--- config.mk ---
export PLATFORM = sky130hd
export DESIGN_NAME = sq_slave_dev_flat
export DESIGN_NICKNAME = d
export VERILOG_FILES = /design/src/rtl/sq_pkg.sv /design/src/rtl/sq_reg_if.sv /design/src/rtl/sq_pin_sync.sv /design/src/rtl/sq_slave_dev.sv /design/src/flat_wrapper.sv
export SDC_FILE = /design/constraint.sdc
export NUM_CORES = 1
export LEC_CHECK = 0
export BUFFER_PORTS_ARGS = -buffer_cell sky130_fd_sc_hd__buf_4
export CAP_MARGIN = 25
export CORE_ASPECT_RATIO = 0.8
export CORE_MARGIN = 5
export CORE_UTILIZATION = 30
export DETAILED_ROUTE_END_ITERATION = 7
export SYNTH_ARGS = -nofsm -noshare
export SYNTH_HDL_FRONTEND = slang
export SYNTH_SLANG_ARGS = --single-unit
--- constraint.sdc ---
create_clock -name sys_clk -period 2.5 [get_ports sys_clk]
set_input_delay 0.125 -clock sys_clk [delete_from_list [all_inputs] [get_ports sys_clk]]
set_output_delay 0.125 -clock sys_clk [all_outputs]
set_load 0.05 [all_outputs]
--- src/rtl/sq_pkg.sv ---
package sq_pkg;
	// ----------------------------------------
	// Status codes reported to the driver
	// ----------------------------------------
	localparam logic [7:0] ST_BUS_ERR = 8'h00;
	localparam logic [7:0] ST_SR_ADDR = 8'h60;
	localparam logic [7:0] ST_SR_ARB = 8'h68;
	localparam logic [7:0] ST_GC_ADDR = 8'h70;
	localparam logic [7:0] ST_GC_ARB = 8'h78;
	localparam logic [7:0] ST_SR_ACK = 8'h80;
	localparam logic [7:0] ST_SR_NACK = 8'h88;
	localparam logic [7:0] ST_GC_ACK = 8'h90;
	localparam logic [7:0] ST_GC_NACK = 8'h98;
	localparam logic [7:0] ST_STOP = 8'ha0;
	localparam logic [7:0] ST_ST_ADDR = 8'ha8;
	localparam logic [7:0] ST_ST_ARB = 8'hb0;
	localparam logic [7:0] ST_ST_ACK = 8'hb8;
	localparam logic [7:0] ST_ST_NACK = 8'hc0;
	localparam logic [7:0] ST_ST_LAST = 8'hc8;
	localparam logic [7:0] ST_NO_INFO = 8'hf8;
	// ----------------------------------------
	// Control bit positions and write values
	// ----------------------------------------
	localparam int CB_ACK = 2;
	localparam int CB_FLAG = 3;
	localparam int CB_HALT = 4;
	localparam int CB_BEGIN = 5;
	localparam int CB_EN = 6;
	localparam logic [7:0] CV_NONE = 8'h00;
	localparam logic [7:0] CV_ACK = 8'h04;
	localparam logic [7:0] CV_FLAG = 8'h08;
	localparam logic [7:0] CV_AA_FLAG = 8'h0c;
	localparam logic [7:0] CV_HALT_AA = 8'h14;
	localparam logic [7:0] CV_BEGIN_AA = 8'h24;
	localparam logic [7:0] CV_INIT = 8'h44;
	// General call address byte
	localparam logic [7:0] GC_BYTE = 8'h00;
	// ----------------------------------------
	// Driver-side AXI4-Lite map
	// ----------------------------------------
	localparam logic [3:0] A_CTRL = 4'h0;
	localparam logic [3:0] A_STAT = 4'h4;
	localparam logic [3:0] A_TXD = 4'h8;
	localparam logic [3:0] A_RXD = 4'hc;
	localparam logic [15:0] HCTRL_RST = 16'h0000;
	localparam int HC_EN = 0;
	localparam logic [1:0] RESP_OK = 2'b00;
	localparam logic [1:0] RESP_DECERR = 2'b11;
endpackage

--- src/rtl/sq_reg_if.sv ---
`timescale 1ns/10ps
`default_nettype none
// Register port between the bus controller and its driver
interface sq_reg_if;
	logic set_stb; // Write strobe for the bit setter
	logic clr_stb; // Write strobe for the bit clearer
	logic buf_stb; // Write strobe for the byte buffer
	logic [7:0] wdata; // Data for any of the strobes
	logic [7:0] status; // Current status code
	logic [7:0] rbyte; // Byte buffer read-back
	logic [7:0] ctrl; // Control bits read-back
	logic flag; // State-change flag
	modport dev (input set_stb, clr_stb, buf_stb, wdata, output status, rbyte, ctrl, flag);
	modport drv (output set_stb, clr_stb, buf_stb, wdata, input status, rbyte, ctrl, flag);
endinterface
`default_nettype wire

--- src/rtl/sq_pin_sync.sv ---
`timescale 1ns/10ps
`default_nettype none
module sq_pin_sync (
	// Clock and reset
	input wire logic sys_clk,
	input wire logic reset,
	// Raw pin
	input wire logic pin_i,
	// Synchronised level and edges
	output logic lvl,
	output logic rise,
	output logic fall
);
	logic s1_r; // First stage, read only by s2_r
	logic s2_r; // Stable level
	logic s3_r; // Previous level for edges

	// ----------------------------------------
	// Two-flop synchroniser plus edge history
	// ----------------------------------------
	always_ff @(posedge sys_clk or posedge reset) begin
		if (reset) begin
			s1_r <= 1'b1;
			s2_r <= 1'b1;
			s3_r <= 1'b1;
		end else begin
			s1_r <= pin_i;
			s2_r <= s1_r;
			s3_r <= s2_r;
		end
	end

	assign lvl = s2_r;
	assign rise = s2_r & ~s3_r;
	assign fall = ~s2_r & s3_r;
endmodule
`default_nettype wire

--- src/rtl/sq_slave_dev.sv ---
// Chosen here: the AXI4-Lite register port and the placing of the registers.
`timescale 1ns/10ps
`default_nettype none
// What this block does
// - Own address write acked: status 60, receive.
// - Lost arbitration, own write: ack, status 68.
// - General call acked: status 70, receive.
// - Lost arbitration, general call: status 78.
// - Driver writes 24 to setter to retry.
// - Own data byte acked: status 80, byte kept.
// - Driver writes 0C to clearer for nack.
// - Own data byte nacked: status 88, unaddressed.
// - General call first byte: status 90, saved.
// - General call byte nacked: status 98, unaddressed.
// - Stop or restart while addressed: status A0.
// - Own address read acked: status A8, transmit.
// - Lost arbitration, own read: ack, status B0.
// - Sent byte acked: status B8, send more.
// - Sent byte nacked: status C0, unaddressed.
// - Last byte acked without ack enable: C8.
// - Driver ends each service clearing flag (08).
// - Driver sets ack enable (04) before clearing.
// - Driver loads outgoing byte before clearing flag.
// - Driver reads received byte before clearing flag.
// - Bus error status 00; 14 releases bus.
module sq_slave_dev (
	// Clock and reset
	input wire logic sys_clk,
	input wire logic reset,
	// Register port toward the driver
	sq_reg_if.dev rp,
	// Two-wire bus, open drain
	input wire logic scl_i,
	output logic scl_o,
	output logic scl_oe,
	input wire logic sda_i,
	output logic sda_o,
	output logic sda_oe,
	// Addressing setup
	input wire logic [6:0] own_addr,
	input wire logic gc_enable
);
	// Byte sequencer states
	typedef enum logic [3:0] {
		S_IDLE = 4'h0,
		S_ADDR = 4'h1,
		S_AACK = 4'h2,
		S_RX = 4'h3,
		S_RACK = 4'h4,
		S_TX = 4'h5,
		S_TACK = 4'h6,
		S_HOLD = 4'h7,
		S_ERR = 4'h8
	} sq_dev_state_t;

	logic scl_lvl, scl_rise, scl_fall; // Clock line view
	logic sda_lvl, sda_rise, sda_fall; // Data line view
	logic start_c, stop_c; // Bus conditions
	logic addressed; // Inside an addressed transfer
	logic midbyte; // Address byte partly shifted
	sq_dev_state_t state_r; // Current state
	sq_dev_state_t next_r; // State after the hold
	logic [7:0] shreg_r; // Shift register
	logic [7:0] pend_r; // Code to report after ack bit
	logic [7:0] status_r; // Reported status
	logic [7:0] buf_r; // Byte buffer
	logic [7:0] ctrl_v; // Control read-back
	logic [3:0] bitcnt_r; // Bits of current byte
	logic gc_mode_r; // Addressed by general call
	logic mack_r; // Master acked our byte
	logic raise_r; // Pulse: raise the flag
	logic store_r; // Pulse: keep received byte
	logic sda_oe_r, scl_oe_r; // Line pull-downs
	logic flag_r, ack_en_r, halt_r, begin_r, en_r; // Control bits

	// ----------------------------------------
	// Pin synchronisers
	// ----------------------------------------
	sq_pin_sync u_scl (
		.sys_clk(sys_clk),
		.reset(reset),
		.pin_i(scl_i),
		.lvl(scl_lvl),
		.rise(scl_rise),
		.fall(scl_fall)
	);
	sq_pin_sync u_sda (
		.sys_clk(sys_clk),
		.reset(reset),
		.pin_i(sda_i),
		.lvl(sda_lvl),
		.rise(sda_rise),
		.fall(sda_fall)
	);

	// Start and stop seen with clock high
	assign start_c = sda_fall && scl_lvl;
	assign stop_c = sda_rise && scl_lvl;
	assign addressed = (state_r == S_AACK) || (state_r == S_RX) || (state_r == S_RACK) ||
		(state_r == S_TX) || (state_r == S_TACK);
	assign midbyte = (state_r == S_ADDR) && (bitcnt_r != 4'h0);

	// ----------------------------------------
	// Byte sequencer
	// ----------------------------------------
	always_ff @(posedge sys_clk or posedge reset) begin
		if (reset) begin
			state_r <= S_IDLE;
			next_r <= S_IDLE;
			shreg_r <= 8'h00;
			pend_r <= sq_pkg::ST_NO_INFO;
			status_r <= sq_pkg::ST_NO_INFO;
			bitcnt_r <= 4'h0;
			gc_mode_r <= 1'b0;
			mack_r <= 1'b0;
			raise_r <= 1'b0;
			store_r <= 1'b0;
			sda_oe_r <= 1'b0;
		end else begin
			raise_r <= 1'b0;
			store_r <= 1'b0;
			if (!en_r) begin
				// Disabled: ignore the bus
				state_r <= S_IDLE;
				sda_oe_r <= 1'b0;
			end else if (halt_r) begin
				// Recovery releases both lines
				state_r <= S_IDLE;
				sda_oe_r <= 1'b0;
				status_r <= sq_pkg::ST_NO_INFO;
			end else if (state_r != S_ERR && state_r != S_HOLD && (start_c || stop_c)) begin
				sda_oe_r <= 1'b0;
				bitcnt_r <= 4'h0;
				if (midbyte) begin
					// Condition inside the address byte
					status_r <= sq_pkg::ST_BUS_ERR;
					raise_r <= 1'b1;
					state_r <= S_ERR;
				end else begin
					if (addressed) begin
						status_r <= sq_pkg::ST_STOP;
						raise_r <= 1'b1;
					end
					state_r <= start_c ? S_ADDR : S_IDLE;
				end
			end else begin
				case (state_r)
					S_ADDR: begin
						if (scl_rise) begin
							shreg_r <= {shreg_r[6:0], sda_lvl};
							bitcnt_r <= bitcnt_r + 4'h1;
						end else if (scl_fall && bitcnt_r == 4'h8) begin
							bitcnt_r <= 4'h0;
							if (ack_en_r && shreg_r[7:1] == own_addr) begin
								sda_oe_r <= 1'b1;
								gc_mode_r <= 1'b0;
								state_r <= S_AACK;
								if (shreg_r[0]) begin
									// Pending master request marks lost arbitration
									pend_r <= begin_r ? sq_pkg::ST_ST_ARB : sq_pkg::ST_ST_ADDR;
									next_r <= S_TX;
								end else begin
									pend_r <= begin_r ? sq_pkg::ST_SR_ARB : sq_pkg::ST_SR_ADDR;
									next_r <= S_RX;
								end
							end else if (ack_en_r && gc_enable && shreg_r == sq_pkg::GC_BYTE) begin
								sda_oe_r <= 1'b1;
								gc_mode_r <= 1'b1;
								state_r <= S_AACK;
								pend_r <= begin_r ? sq_pkg::ST_GC_ARB : sq_pkg::ST_GC_ADDR;
								next_r <= S_RX;
							end else begin
								// Not for us
								state_r <= S_IDLE;
							end
						end
					end
					S_AACK, S_RACK: begin
						// Ack bit done: report and stretch
						if (scl_fall) begin
							sda_oe_r <= 1'b0;
							status_r <= pend_r;
							raise_r <= 1'b1;
							state_r <= S_HOLD;
						end
					end
					S_RX: begin
						if (scl_rise) begin
							shreg_r <= {shreg_r[6:0], sda_lvl};
							bitcnt_r <= bitcnt_r + 4'h1;
						end else if (scl_fall && bitcnt_r == 4'h8) begin
							bitcnt_r <= 4'h0;
							state_r <= S_RACK;
							if (ack_en_r) begin
								sda_oe_r <= 1'b1;
								store_r <= 1'b1;
								pend_r <= gc_mode_r ? sq_pkg::ST_GC_ACK : sq_pkg::ST_SR_ACK;
								next_r <= S_RX;
							end else begin
								// Byte dropped, leave addressed mode
								pend_r <= gc_mode_r ? sq_pkg::ST_GC_NACK : sq_pkg::ST_SR_NACK;
								next_r <= S_IDLE;
							end
						end
					end
					S_TX: begin
						// Data changes only while clock is low
						if (scl_fall) begin
							if (bitcnt_r == 4'h7) begin
								sda_oe_r <= 1'b0;
								bitcnt_r <= 4'h0;
								state_r <= S_TACK;
							end else begin
								shreg_r <= {shreg_r[6:0], 1'b0};
								sda_oe_r <= ~shreg_r[6];
								bitcnt_r <= bitcnt_r + 4'h1;
							end
						end
					end
					S_TACK: begin
						if (scl_rise) begin
							mack_r <= ~sda_lvl;
						end else if (scl_fall) begin
							raise_r <= 1'b1;
							state_r <= S_HOLD;
							if (!mack_r) begin
								status_r <= sq_pkg::ST_ST_NACK;
								next_r <= S_IDLE;
							end else if (ack_en_r) begin
								status_r <= sq_pkg::ST_ST_ACK;
								next_r <= S_TX;
							end else begin
								status_r <= sq_pkg::ST_ST_LAST;
								next_r <= S_IDLE;
							end
						end
					end
					S_HOLD: begin
						// Resume once the driver has cleared the flag
						if (!flag_r && !raise_r) begin
							state_r <= next_r;
							status_r <= sq_pkg::ST_NO_INFO;
							bitcnt_r <= 4'h0;
							if (next_r == S_TX) begin
								shreg_r <= buf_r;
								sda_oe_r <= ~buf_r[7];
							end
						end
					end
					S_IDLE, S_ERR: begin
						// Wait for a start or for recovery
					end
					default: begin
						state_r <= S_IDLE;
					end
				endcase
			end
		end
	end

	// ----------------------------------------
	// State-change flag: hardware set beats clear
	// ----------------------------------------
	always_ff @(posedge sys_clk or posedge reset) begin
		if (reset) begin
			flag_r <= 1'b0;
		end else if (raise_r) begin
			flag_r <= 1'b1;
		end else if (rp.clr_stb && rp.wdata[sq_pkg::CB_FLAG]) begin
			flag_r <= 1'b0;
		end
	end

	// ----------------------------------------
	// Control bits from setter and clearer
	// ----------------------------------------
	always_ff @(posedge sys_clk or posedge reset) begin
		if (reset) begin
			ack_en_r <= 1'b0;
			begin_r <= 1'b0;
			en_r <= 1'b0;
			halt_r <= 1'b0;
		end else begin
			// Halt acts once and clears itself
			halt_r <= rp.set_stb && rp.wdata[sq_pkg::CB_HALT];
			if (rp.set_stb && rp.wdata[sq_pkg::CB_ACK]) begin
				ack_en_r <= 1'b1;
			end else if (rp.clr_stb && rp.wdata[sq_pkg::CB_ACK]) begin
				ack_en_r <= 1'b0;
			end
			// No master logic here, so a stop consumes the request
			if (rp.set_stb && rp.wdata[sq_pkg::CB_BEGIN]) begin
				begin_r <= 1'b1;
			end else if ((rp.clr_stb && rp.wdata[sq_pkg::CB_BEGIN]) || stop_c) begin
				begin_r <= 1'b0;
			end
			if (rp.set_stb && rp.wdata[sq_pkg::CB_EN]) begin
				en_r <= 1'b1;
			end else if (rp.clr_stb && rp.wdata[sq_pkg::CB_EN]) begin
				en_r <= 1'b0;
			end
		end
	end

	// ----------------------------------------
	// Byte buffer: received byte or driver load
	// ----------------------------------------
	always_ff @(posedge sys_clk or posedge reset) begin
		if (reset) begin
			buf_r <= 8'h00;
		end else if (store_r) begin
			buf_r <= shreg_r;
		end else if (rp.buf_stb) begin
			buf_r <= rp.wdata;
		end
	end

	// Clock stretch follows the hold state
	always_ff @(posedge sys_clk or posedge reset) begin
		if (reset) begin
			scl_oe_r <= 1'b0;
		end else begin
			scl_oe_r <= (state_r == S_HOLD);
		end
	end

	// Control read-back image
	always_comb begin
		ctrl_v = 8'h00;
		ctrl_v[sq_pkg::CB_ACK] = ack_en_r;
		ctrl_v[sq_pkg::CB_FLAG] = flag_r;
		ctrl_v[sq_pkg::CB_HALT] = halt_r;
		ctrl_v[sq_pkg::CB_BEGIN] = begin_r;
		ctrl_v[sq_pkg::CB_EN] = en_r;
	end

	// Open drain: only the enables move
	assign scl_o = 1'b0;
	assign sda_o = 1'b0;
	assign scl_oe = scl_oe_r;
	assign sda_oe = sda_oe_r;
	assign rp.status = status_r;
	assign rp.rbyte = buf_r;
	assign rp.flag = flag_r;
	assign rp.ctrl = ctrl_v;
endmodule
`default_nettype wire

--- src/flat_wrapper.sv ---
// flat-port wrapper written by rule: the top's interface ports become plain ports
module sq_slave_dev_flat 
  (sys_clk, reset, scl_i, scl_o, scl_oe, sda_i, sda_o, sda_oe, own_addr, gc_enable, rp_set_stb, rp_clr_stb, rp_buf_stb, rp_wdata, rp_status, rp_rbyte, rp_ctrl, rp_flag);
  sq_reg_if rp_i ();
  input wire logic sys_clk;
  input wire logic reset;
  input wire logic scl_i;
  output logic scl_o;
  output logic scl_oe;
  input wire logic sda_i;
  output logic sda_o;
  output logic sda_oe;
  input wire logic [6:0] own_addr;
  input wire logic gc_enable;
  input wire logic [$bits(rp_i.set_stb)-1:0] rp_set_stb;
  input wire logic [$bits(rp_i.clr_stb)-1:0] rp_clr_stb;
  input wire logic [$bits(rp_i.buf_stb)-1:0] rp_buf_stb;
  input wire logic [$bits(rp_i.wdata)-1:0] rp_wdata;
  output wire logic [$bits(rp_i.status)-1:0] rp_status;
  output wire logic [$bits(rp_i.rbyte)-1:0] rp_rbyte;
  output wire logic [$bits(rp_i.ctrl)-1:0] rp_ctrl;
  output wire logic [$bits(rp_i.flag)-1:0] rp_flag;
  assign rp_i.set_stb = rp_set_stb;
  assign rp_i.clr_stb = rp_clr_stb;
  assign rp_i.buf_stb = rp_buf_stb;
  assign rp_i.wdata = rp_wdata;
  assign rp_status = rp_i.status;
  assign rp_rbyte = rp_i.rbyte;
  assign rp_ctrl = rp_i.ctrl;
  assign rp_flag = rp_i.flag;
  sq_slave_dev u_core (.sys_clk(sys_clk), .reset(reset), .rp(rp_i), .scl_i(scl_i), .scl_o(scl_o), .scl_oe(scl_oe), .sda_i(sda_i), .sda_o(sda_o), .sda_oe(sda_oe), .own_addr(own_addr), .gc_enable(gc_enable));
endmodule
==> results.py, run 1 <==
metrics = {
    "worst_setup_path": {
        "start_kind": "register",
        "cp.depth": 5,
        "startpoint": "u_core.u_scl.lvl$_DFF_PP1_",
        "cpPeakStageDelay_ns": 0.67,
        "timing.rr.end": "u_core.bitcnt_r[3]$_DFFE_PP0P_",
        "worstPathRequired_ns": 2.68,
        "critPathCapture": "u_core.bitcnt_r[3]$_DFFE_PP0P_",
        "cp-end-kind": "register",
        "r2r-start": "u_core.u_scl.lvl$_DFF_PP1_",
        "path_buf_inv": 0,
        "cp_cell_sequence": "nor2b_1, a311oi_1, o21ai_0, o211ai_1, a32o_1",
        "cp_slowest_cell": "dfstp_2",
        "ff2ff_path_depth": 5,
        "critical-path-top-delay-family": "compound AO/OA/AOI/OAI gates",
        "crit_type": "register to register",
        "path_max_fanout": 11,
        "arrival_ns": 2.46,
        "r2r_slack_ns": 0.22,
    },
    "global_route": {
        "grt_start_max_net_pins": 28,
        "grt_pass1_wl_mm": 15.9,
        "grt_pass1_vias": 2905,
        "groute.usage.overall_pct": 14.9,
        "grt_antenna_before_repair": 0,
        "grt_overflow": 0,
    },
    "detailed_routing": {
        "wire_per_inst_microns": 17.3,
        "remaining_drc_errors": 0,
        "vias_per_cell": 5.26,
        "first_pass_iters": 5,
        "num_vias": 2911,
        "antenna_left": 0,
        "drt_iter0_drc": 301,
        "wl_mm": 9.59,
    },
    "synth": {
        "netlist_instances": 358,
        "synth-main-ff-cell": "dfrtp_1",
        "yosysUniqueCellTypes": 66,
        "ys_warn_count": 0,
        "synth_area_leader_cell": "dfrtp_1",
        "synth.top_cell.area_share_pct": 28.7,
        "synthTopCellsByArea": "dfrtp_1 (29%), dfstp_2 (13%), nand2_1 (4.5%)",
        "avgSynthCellArea_sq_um": 9.26,
        "syn_area_sq_um": 3320,
        "synth-edff-count": 0,
        "ys_seq_area_share_pct": 41.4,
        "ys_ff_latch": 54,
        "async_flop_share_pct": 100,
    },
    "floorplanning": {
        "die_x_microns": 128,
        "die_y_microns": 104,
        "start_util_pct": 30.6,
        "ios": 52,
        "dieArea_sq_um": 13300,
        "placeableCoreArea_sq_um": 10800,
        "rows": 34,
    },
    "cts": {
        "post-cts-setup-buffers": 0,
        "cts_tree": "done",
        "cts_sinks": 54,
        "clockRootBuffer": "clkbuf_16",
        "cts.reportedPaths.clkPinSlew_ns": 0.08,
        "clk_path_buf_depth": 2,
        "cts_max_level": 2,
        "clock_latency_ns": 0.30,
        "cts_inserted_buffers": 5,
    },
    "sta": {
        "finalSetupViolations": 0,
        "drv_slew": 0,
        "period_minus_slack_ns": 2.28,
        "finalSetupTns_ns": 0,
        "max_clock_freq_mhz": 440,
        "maxSlewHeadroom_pct": 58.7,
        "skew_ns": 0.00907,
        "hold_viol_final": 0,
        "tightest_slew_ns": 0.614,
        "rsz0062_at_grt": "no",
        "min_period_over_period_pct": 91.0,
    },
    "cells_and_area": {
        "area_growth_pct": 21.3,
        "fin_util_pct": 37.1,
        "fillers": 1094,
        "num_antenna_cells": 0,
        "drive_gt1_share_pct": 25.9,
        "nNetsFinal": 434,
        "instances_no_fill": 553,
    },
    "power": {
        "p_sw_mw": 0.981,
        "p_seq_share_pct": 41.6,
        "combPwrFrac_pct": 29.7,
        "swShare_pct": 35.3,
        "powerDensity_nw_per_um2": 692,
        "leakagePower_nw": 1.67,
        "peakVddDrop_v": 0.000328,
        "p_int_mw": 1.80,
        "clock_power_share_pct": 28.7,
    },
    "place": {
        "dp_cells": 542,
        "portBuffers": 43,
        "gp_congestion": 0.933,
        "dp_hpwl_mm": 7.34,
    },
    "flow_run": {
        "max_cap_viol_count": 0,
    },
    "worst_hold_path": {
        "hp-class": "input port to register",
    },
    "status": {
        "status": "complete, no violations",
    },
}
==> per-stage QoR <==
| step | power (mW) | setup WS, ns | hold slack, ns | instance area, sq um |
|---|---|---|---|---|
| 2_1_floorplan | 1.74 | 0.427 | 0.129 | 3340 |
| 3_3_place_gp | 1.98 | 0.284 | 0.0951 | 3820 |
| 3_5_place_dp | 1.99 | 0.308 | 0.100 | 3820 |
| 4_1_cts | 2.81 | 0.283 | 0.0492 | 4020 |
| 5_1_grt | 2.94 | 0.0583 | 0.0660 | 4020 |
| 6_report | 2.78 | 0.225 | 0.0540 | 4020 |
==> timing repair <==
action | CTS | global route
gates resized for setup | 0 | 0
hold buffers | 3 | 0
endpoints found under the hold margin | 14 | 0
==> worst min-delay path by stage <==
stage	from	end	slack (ns)	depth (start not counted)
after floorplan	scl_i	u_core.u_scl.s1_r$_DFF_PP1_	0.13	0
after global placement	reset	u_core.shreg_r[1]$_DFFE_PP0P_	0.1	2
after detailed placement	reset	u_core.shreg_r[1]$_DFFE_PP0P_	0.10	2
after CTS	rp_wdata[4]	u_core.halt_r$_DFF_PP0_	0.05	2
after global routing	rp_wdata[4]	u_core.halt_r$_DFF_PP0_	0.07	2
final	rp_wdata[4]	u_core.halt_r$_DFF_PP0_	0.05	2
==> power by group through the flow <==
stage	Clock, mW	Combinational, mW	Sequential (mW)
floorplan	0	0.477	1.26
global placement	0	0.817	1.16
detailed placement	0	0.819	1.17
CTS	0.826	0.828	1.16
global route	0.864	0.897	1.18
finish	0.799	0.826	1.16
==> layout by cell type (no fill, tap or decap), types with 4 or more instances in the layout <==
cell type	n
buf_4	63
nand2_1	40
dfrtp_1	38
o21ai_0	23
nor2_1	19
a21oi_1	16
dfstp_2	16
inv_1	12
mux2i_1	12
nand3_1	11
a31oi_1	11
nand4_1	9
mux2_2	8
xnor2_1	8
conb_1	8
nor3_1	6
nor2b_1	6
and2_1	6
nand2b_1	5
nand3b_1	5
clkbuf_16	5
nor3b_1	4
nor4_1	4
a21o_1	4
==> final cells by class <==
| type | instances | area, sq um | area share [%] |
|---|---|---|---|
| sequential | 54 | 1370 | 34.1 |
| clock buffer | 5 | 125 | 3.11 |
| inverter | 14 | 52.6 | 1.31 |
| multi-input combinational | 267 | 1750 | 43.4 |
| timing repair buffer | 66 | 503 | 12.5 |
| tap | 144 | 180 | 4.48 |
| clock inverter | 3 | 45.0 | 1.12 |
==> flip-flops by register name, summed over array words and instances, names as in the netlist, 3 cells and up <==
name / count
u_core.shreg_r: 8
u_core.next_r: 3
u_core.rp.rbyte: 8
u_core.pend_r: 5
u_core.bitcnt_r: 4
u_core.state_r: 4
u_core.rp.status: 5
==> cell families (layout without fill, tap and decap cells) <==
family          Yosys count  in the layout  synth area share [%]
simple gates            136            136                  22.7
compound gates           90             90                  18.9
flops                    54             54                  41.4
buf+inv                  44             88                  6.79
mux                      20             20                  6.34
xor+xnor                 10             10                  2.64
fa+ha+maj                 3              3                  1.13
other cells               1              8                 0.113
==> Yosys cell counts, drive strengths merged (3+ instances only) <==
cell type,n
o211ai,3
and2,6
o21ai,23
mux2,8
dfrtp,38
nor2,21
inv,13
buf,17
a21o,4
ha,3
nor2b,6
nand2,40
a31oi,12
mux2i,12
and4,3
nand2b,5
nand3b,5
o221ai,3
nand4,9
nor3b,4
xnor2,8
and3,3
nand3,11
dfstp,16
a21oi,17
clkbuf,13
nor4,4
nor3,6
==> routing by layer <==
metal / global-route usage [%] / vias to the layer above / routed length, microns
li1: - / 1390 / -
met1: 22.6 / 1410 / 4640
met2: 21.8 / 104 / 4130
met3: 2.87 / 7 / 732
met4: 3.22 / 0 / 86
met5: 0 / - / 0
(Power assumes the default switching activity.)
==> run 2, diff against run 1 <==
CORE_UTILIZATION = 55   (was 30)
PLACE_DENSITY = 0.78   (was not set)
==> results.py, run 2 (same netlist as run 1, synthesis figures left out) <==
metrics = {
    "sta": {
        "timing.hold.ws_ns": 0.0397,
        "max_clock_freq_mhz": 429,
        "skew_ns": 0.00558,
        "min_period_over_period_pct": 93.2,
        "tightest_slew_ns": 0.566,
        "hold_viol_final": 0,
        "finalSetupViolations": 0,
        "drv_slew": 0,
        "rsz0062_at_grt": "no",
        "finalSetupTns_ns": 0,
        "maxSlewHeadroom_pct": 62.1,
        "period_minus_slack_ns": 2.33,
    },
    "detailed_routing": {
        "num_vias": 2947,
        "remaining_drc_errors": 0,
        "wl_met2_mm": 3.89,
        "wl_mm": 8.83,
        "first_pass_iters": 5,
        "vias_per_cell": 6.01,
        "wire_per_inst_microns": 18.0,
        "highest_layer": "met4",
        "dr_wl_met3_microns": 741,
        "wl_met1_mm": 4.11,
        "drt_iter0_drc": 278,
        "antenna_left": 0,
    },
    "cts": {
        "cts.reportedPaths.clkPinSlew_ns": 0.10,
        "cts_tree": "done",
        "cts_max_level": 2,
        "clk_path_buf_depth": 2,
        "clock_latency_ns": 0.31,
        "cts_inserted_buffers": 5,
        "clockRootBuffer": "clkbuf_8",
        "cts_sinks": 54,
        "post_cts_resized": 0,
    },
    "worst_setup_path": {
        "arrival_ns": 2.56,
        "cp_slowest_cell": "or4b_1",
        "critical-path-top-delay-family": "simple AND/OR/NAND/NOR gates",
        "worstPathRequired_ns": 2.73,
        "crit_type": "register to register",
        "cp-end-kind": "register",
        "path_buf_inv": 1,
        "path_max_fanout": 16,
        "start_kind": "register",
        "cp_cell_sequence": "or4b_1, a41oi_2, nor4b_4, buf_4, nor2_1, a31oi_1",
        "cpPeakStageDelay_ns": 0.68,
    },
    "power": {
        "swShare_pct": 37.0,
        "peakVddDrop_v": 0.000425,
        "powerDensity_nw_per_um2": 664,
        "leakagePower_nw": 1.65,
        "combPwrFrac_pct": 31.5,
        "clock_power_share_pct": 23.2,
        "p_seq_share_pct": 45.3,
        "p_sw_mw": 0.954,
        "p_int_mw": 1.63,
    },
    "place": {
        "dpl-instance-area_sq_um": 3740,
        "gp_congestion": 0.945,
        "dp_hpwl_mm": 6.86,
        "portBuffers": 43,
    },
    "global_route": {
        "groute.usage.overall_pct": 23.8,
        "grt_pass1_vias": 2794,
        "grt_antenna_before_repair": 0,
        "grt_start_max_net_pins": 23,
        "grt_overflow": 0,
        "grt_pass1_wl_mm": 14.6,
    },
    "worst_hold_path": {
        "hp-class": "input port to register",
    },
    "floorplanning": {
        "dieArea_sq_um": 7690,
        "start_util_pct": 56.4,
        "die_x_microns": 96.8,
        "rows": 25,
        "ios": 52,
        "placeableCoreArea_sq_um": 5880,
        "die_y_microns": 79.4,
    },
    "cells_and_area": {
        "num_antenna_cells": 0,
        "nNetsFinal": 434,
        "final_common_cell": "buf_4",
        "fin_util_pct": 66.0,
        "final_cell_area_sq_um": 3880,
        "final_cell_mix": "buf_4 (63), nand2_1 (40), dfrtp_1 (38)",
        "area_growth_pct": 17.1,
        "drive_gt1_share_pct": 25.7,
    },
    "status": {
        "status": "complete, no violations",
    },
    "flow_run": {
        "max_cap_viol_count": 0,
    },
}
==> run 2: cell types whose count changed in the layout (fill, tap and decap cells not counted) <==
cell and delta:
clkbuf_1 +1, clkbuf_16 -5, clkinvlp_4 -1, clkbuf_8 +5
==> run 2: repair_timing <==
action | in CTS | in global routing
buffers inserted | 0 | 0
endpoints found under the hold margin | 15 | 0
hold buffers | 3 | 0
==> run 2: metrics by stage <==
stage	power [mW]	instances	setup WS [ns]
floorplan	1.74	365	0.427
global placement	1.96	479	0.287
detailed placement	1.99	479	0.237
CTS	2.58	490	0.202
global route	2.73	490	0.0580
finish	2.58	490	0.171
==> run 2: layer usage <==
metal  vias up  track usage (%)
met2       127             36.0
met4         0             4.35
li1       1394                -
met5         -                0
met1      1416             34.8
met3        10             6.11
==> run 2: worst paths after layout <==
path                                                       end                           from  slack (ns)  depth (start not counted)
worst max-delay path             u_core.shreg_r[1]$_DFFE_PP0P_  u_core.state_r[0]$_DFFE_PP0P_        0.17                          6
worst min-delay path                   u_core.halt_r$_DFF_PP0_                    rp_wdata[4]        0.04                          2
worst max register to register   u_core.shreg_r[1]$_DFFE_PP0P_  u_core.state_r[0]$_DFFE_PP0P_        0.17                          6
worst min register to register      u_core.u_scl.lvl$_DFF_PP1_    u_core.u_scl.s1_r$_DFF_PP1_        0.36                          0
max in group asynchronous         u_core.pend_r[5]$_DFFE_PP1P_                          reset        1.44                          4
min in group asynchronous       u_core.rp.rbyte[7]$_DFFE_PP0P_                          reset        0.37                          3
==> run 2: power by group through the flow <==
stage          clock, mW  combinational (mW)  sequential (mW)
2_1_floorplan          0               0.477             1.26
3_3_place_gp           0               0.789             1.17
3_5_place_dp           0               0.802             1.18
4_1_cts            0.606               0.808             1.17
5_1_grt            0.651               0.889             1.19
6_report           0.598               0.813             1.17
==> run 2: layout make-up <==
cell class / count / area (sq um)
clock buffer: 6 / 72.6
inverter: 14 / 52.6
timing repair buffer: 66 / 503
sequential: 54 / 1370
fill: 473 / 2000
multi-input combinational: 267 / 1750
tap: 81 / 101
clock inverter: 2 / 37.5
==> run 2: worst register-to-register path, stage by stage, from the launching register on <==
cell and delay [ns]:
dfrtp_1 0.49, or4b_1 0.68, a41oi_2 0.34, nor4b_4 0.26, buf_4 0.25, nor2_1 0.06
a31oi_1 0.17
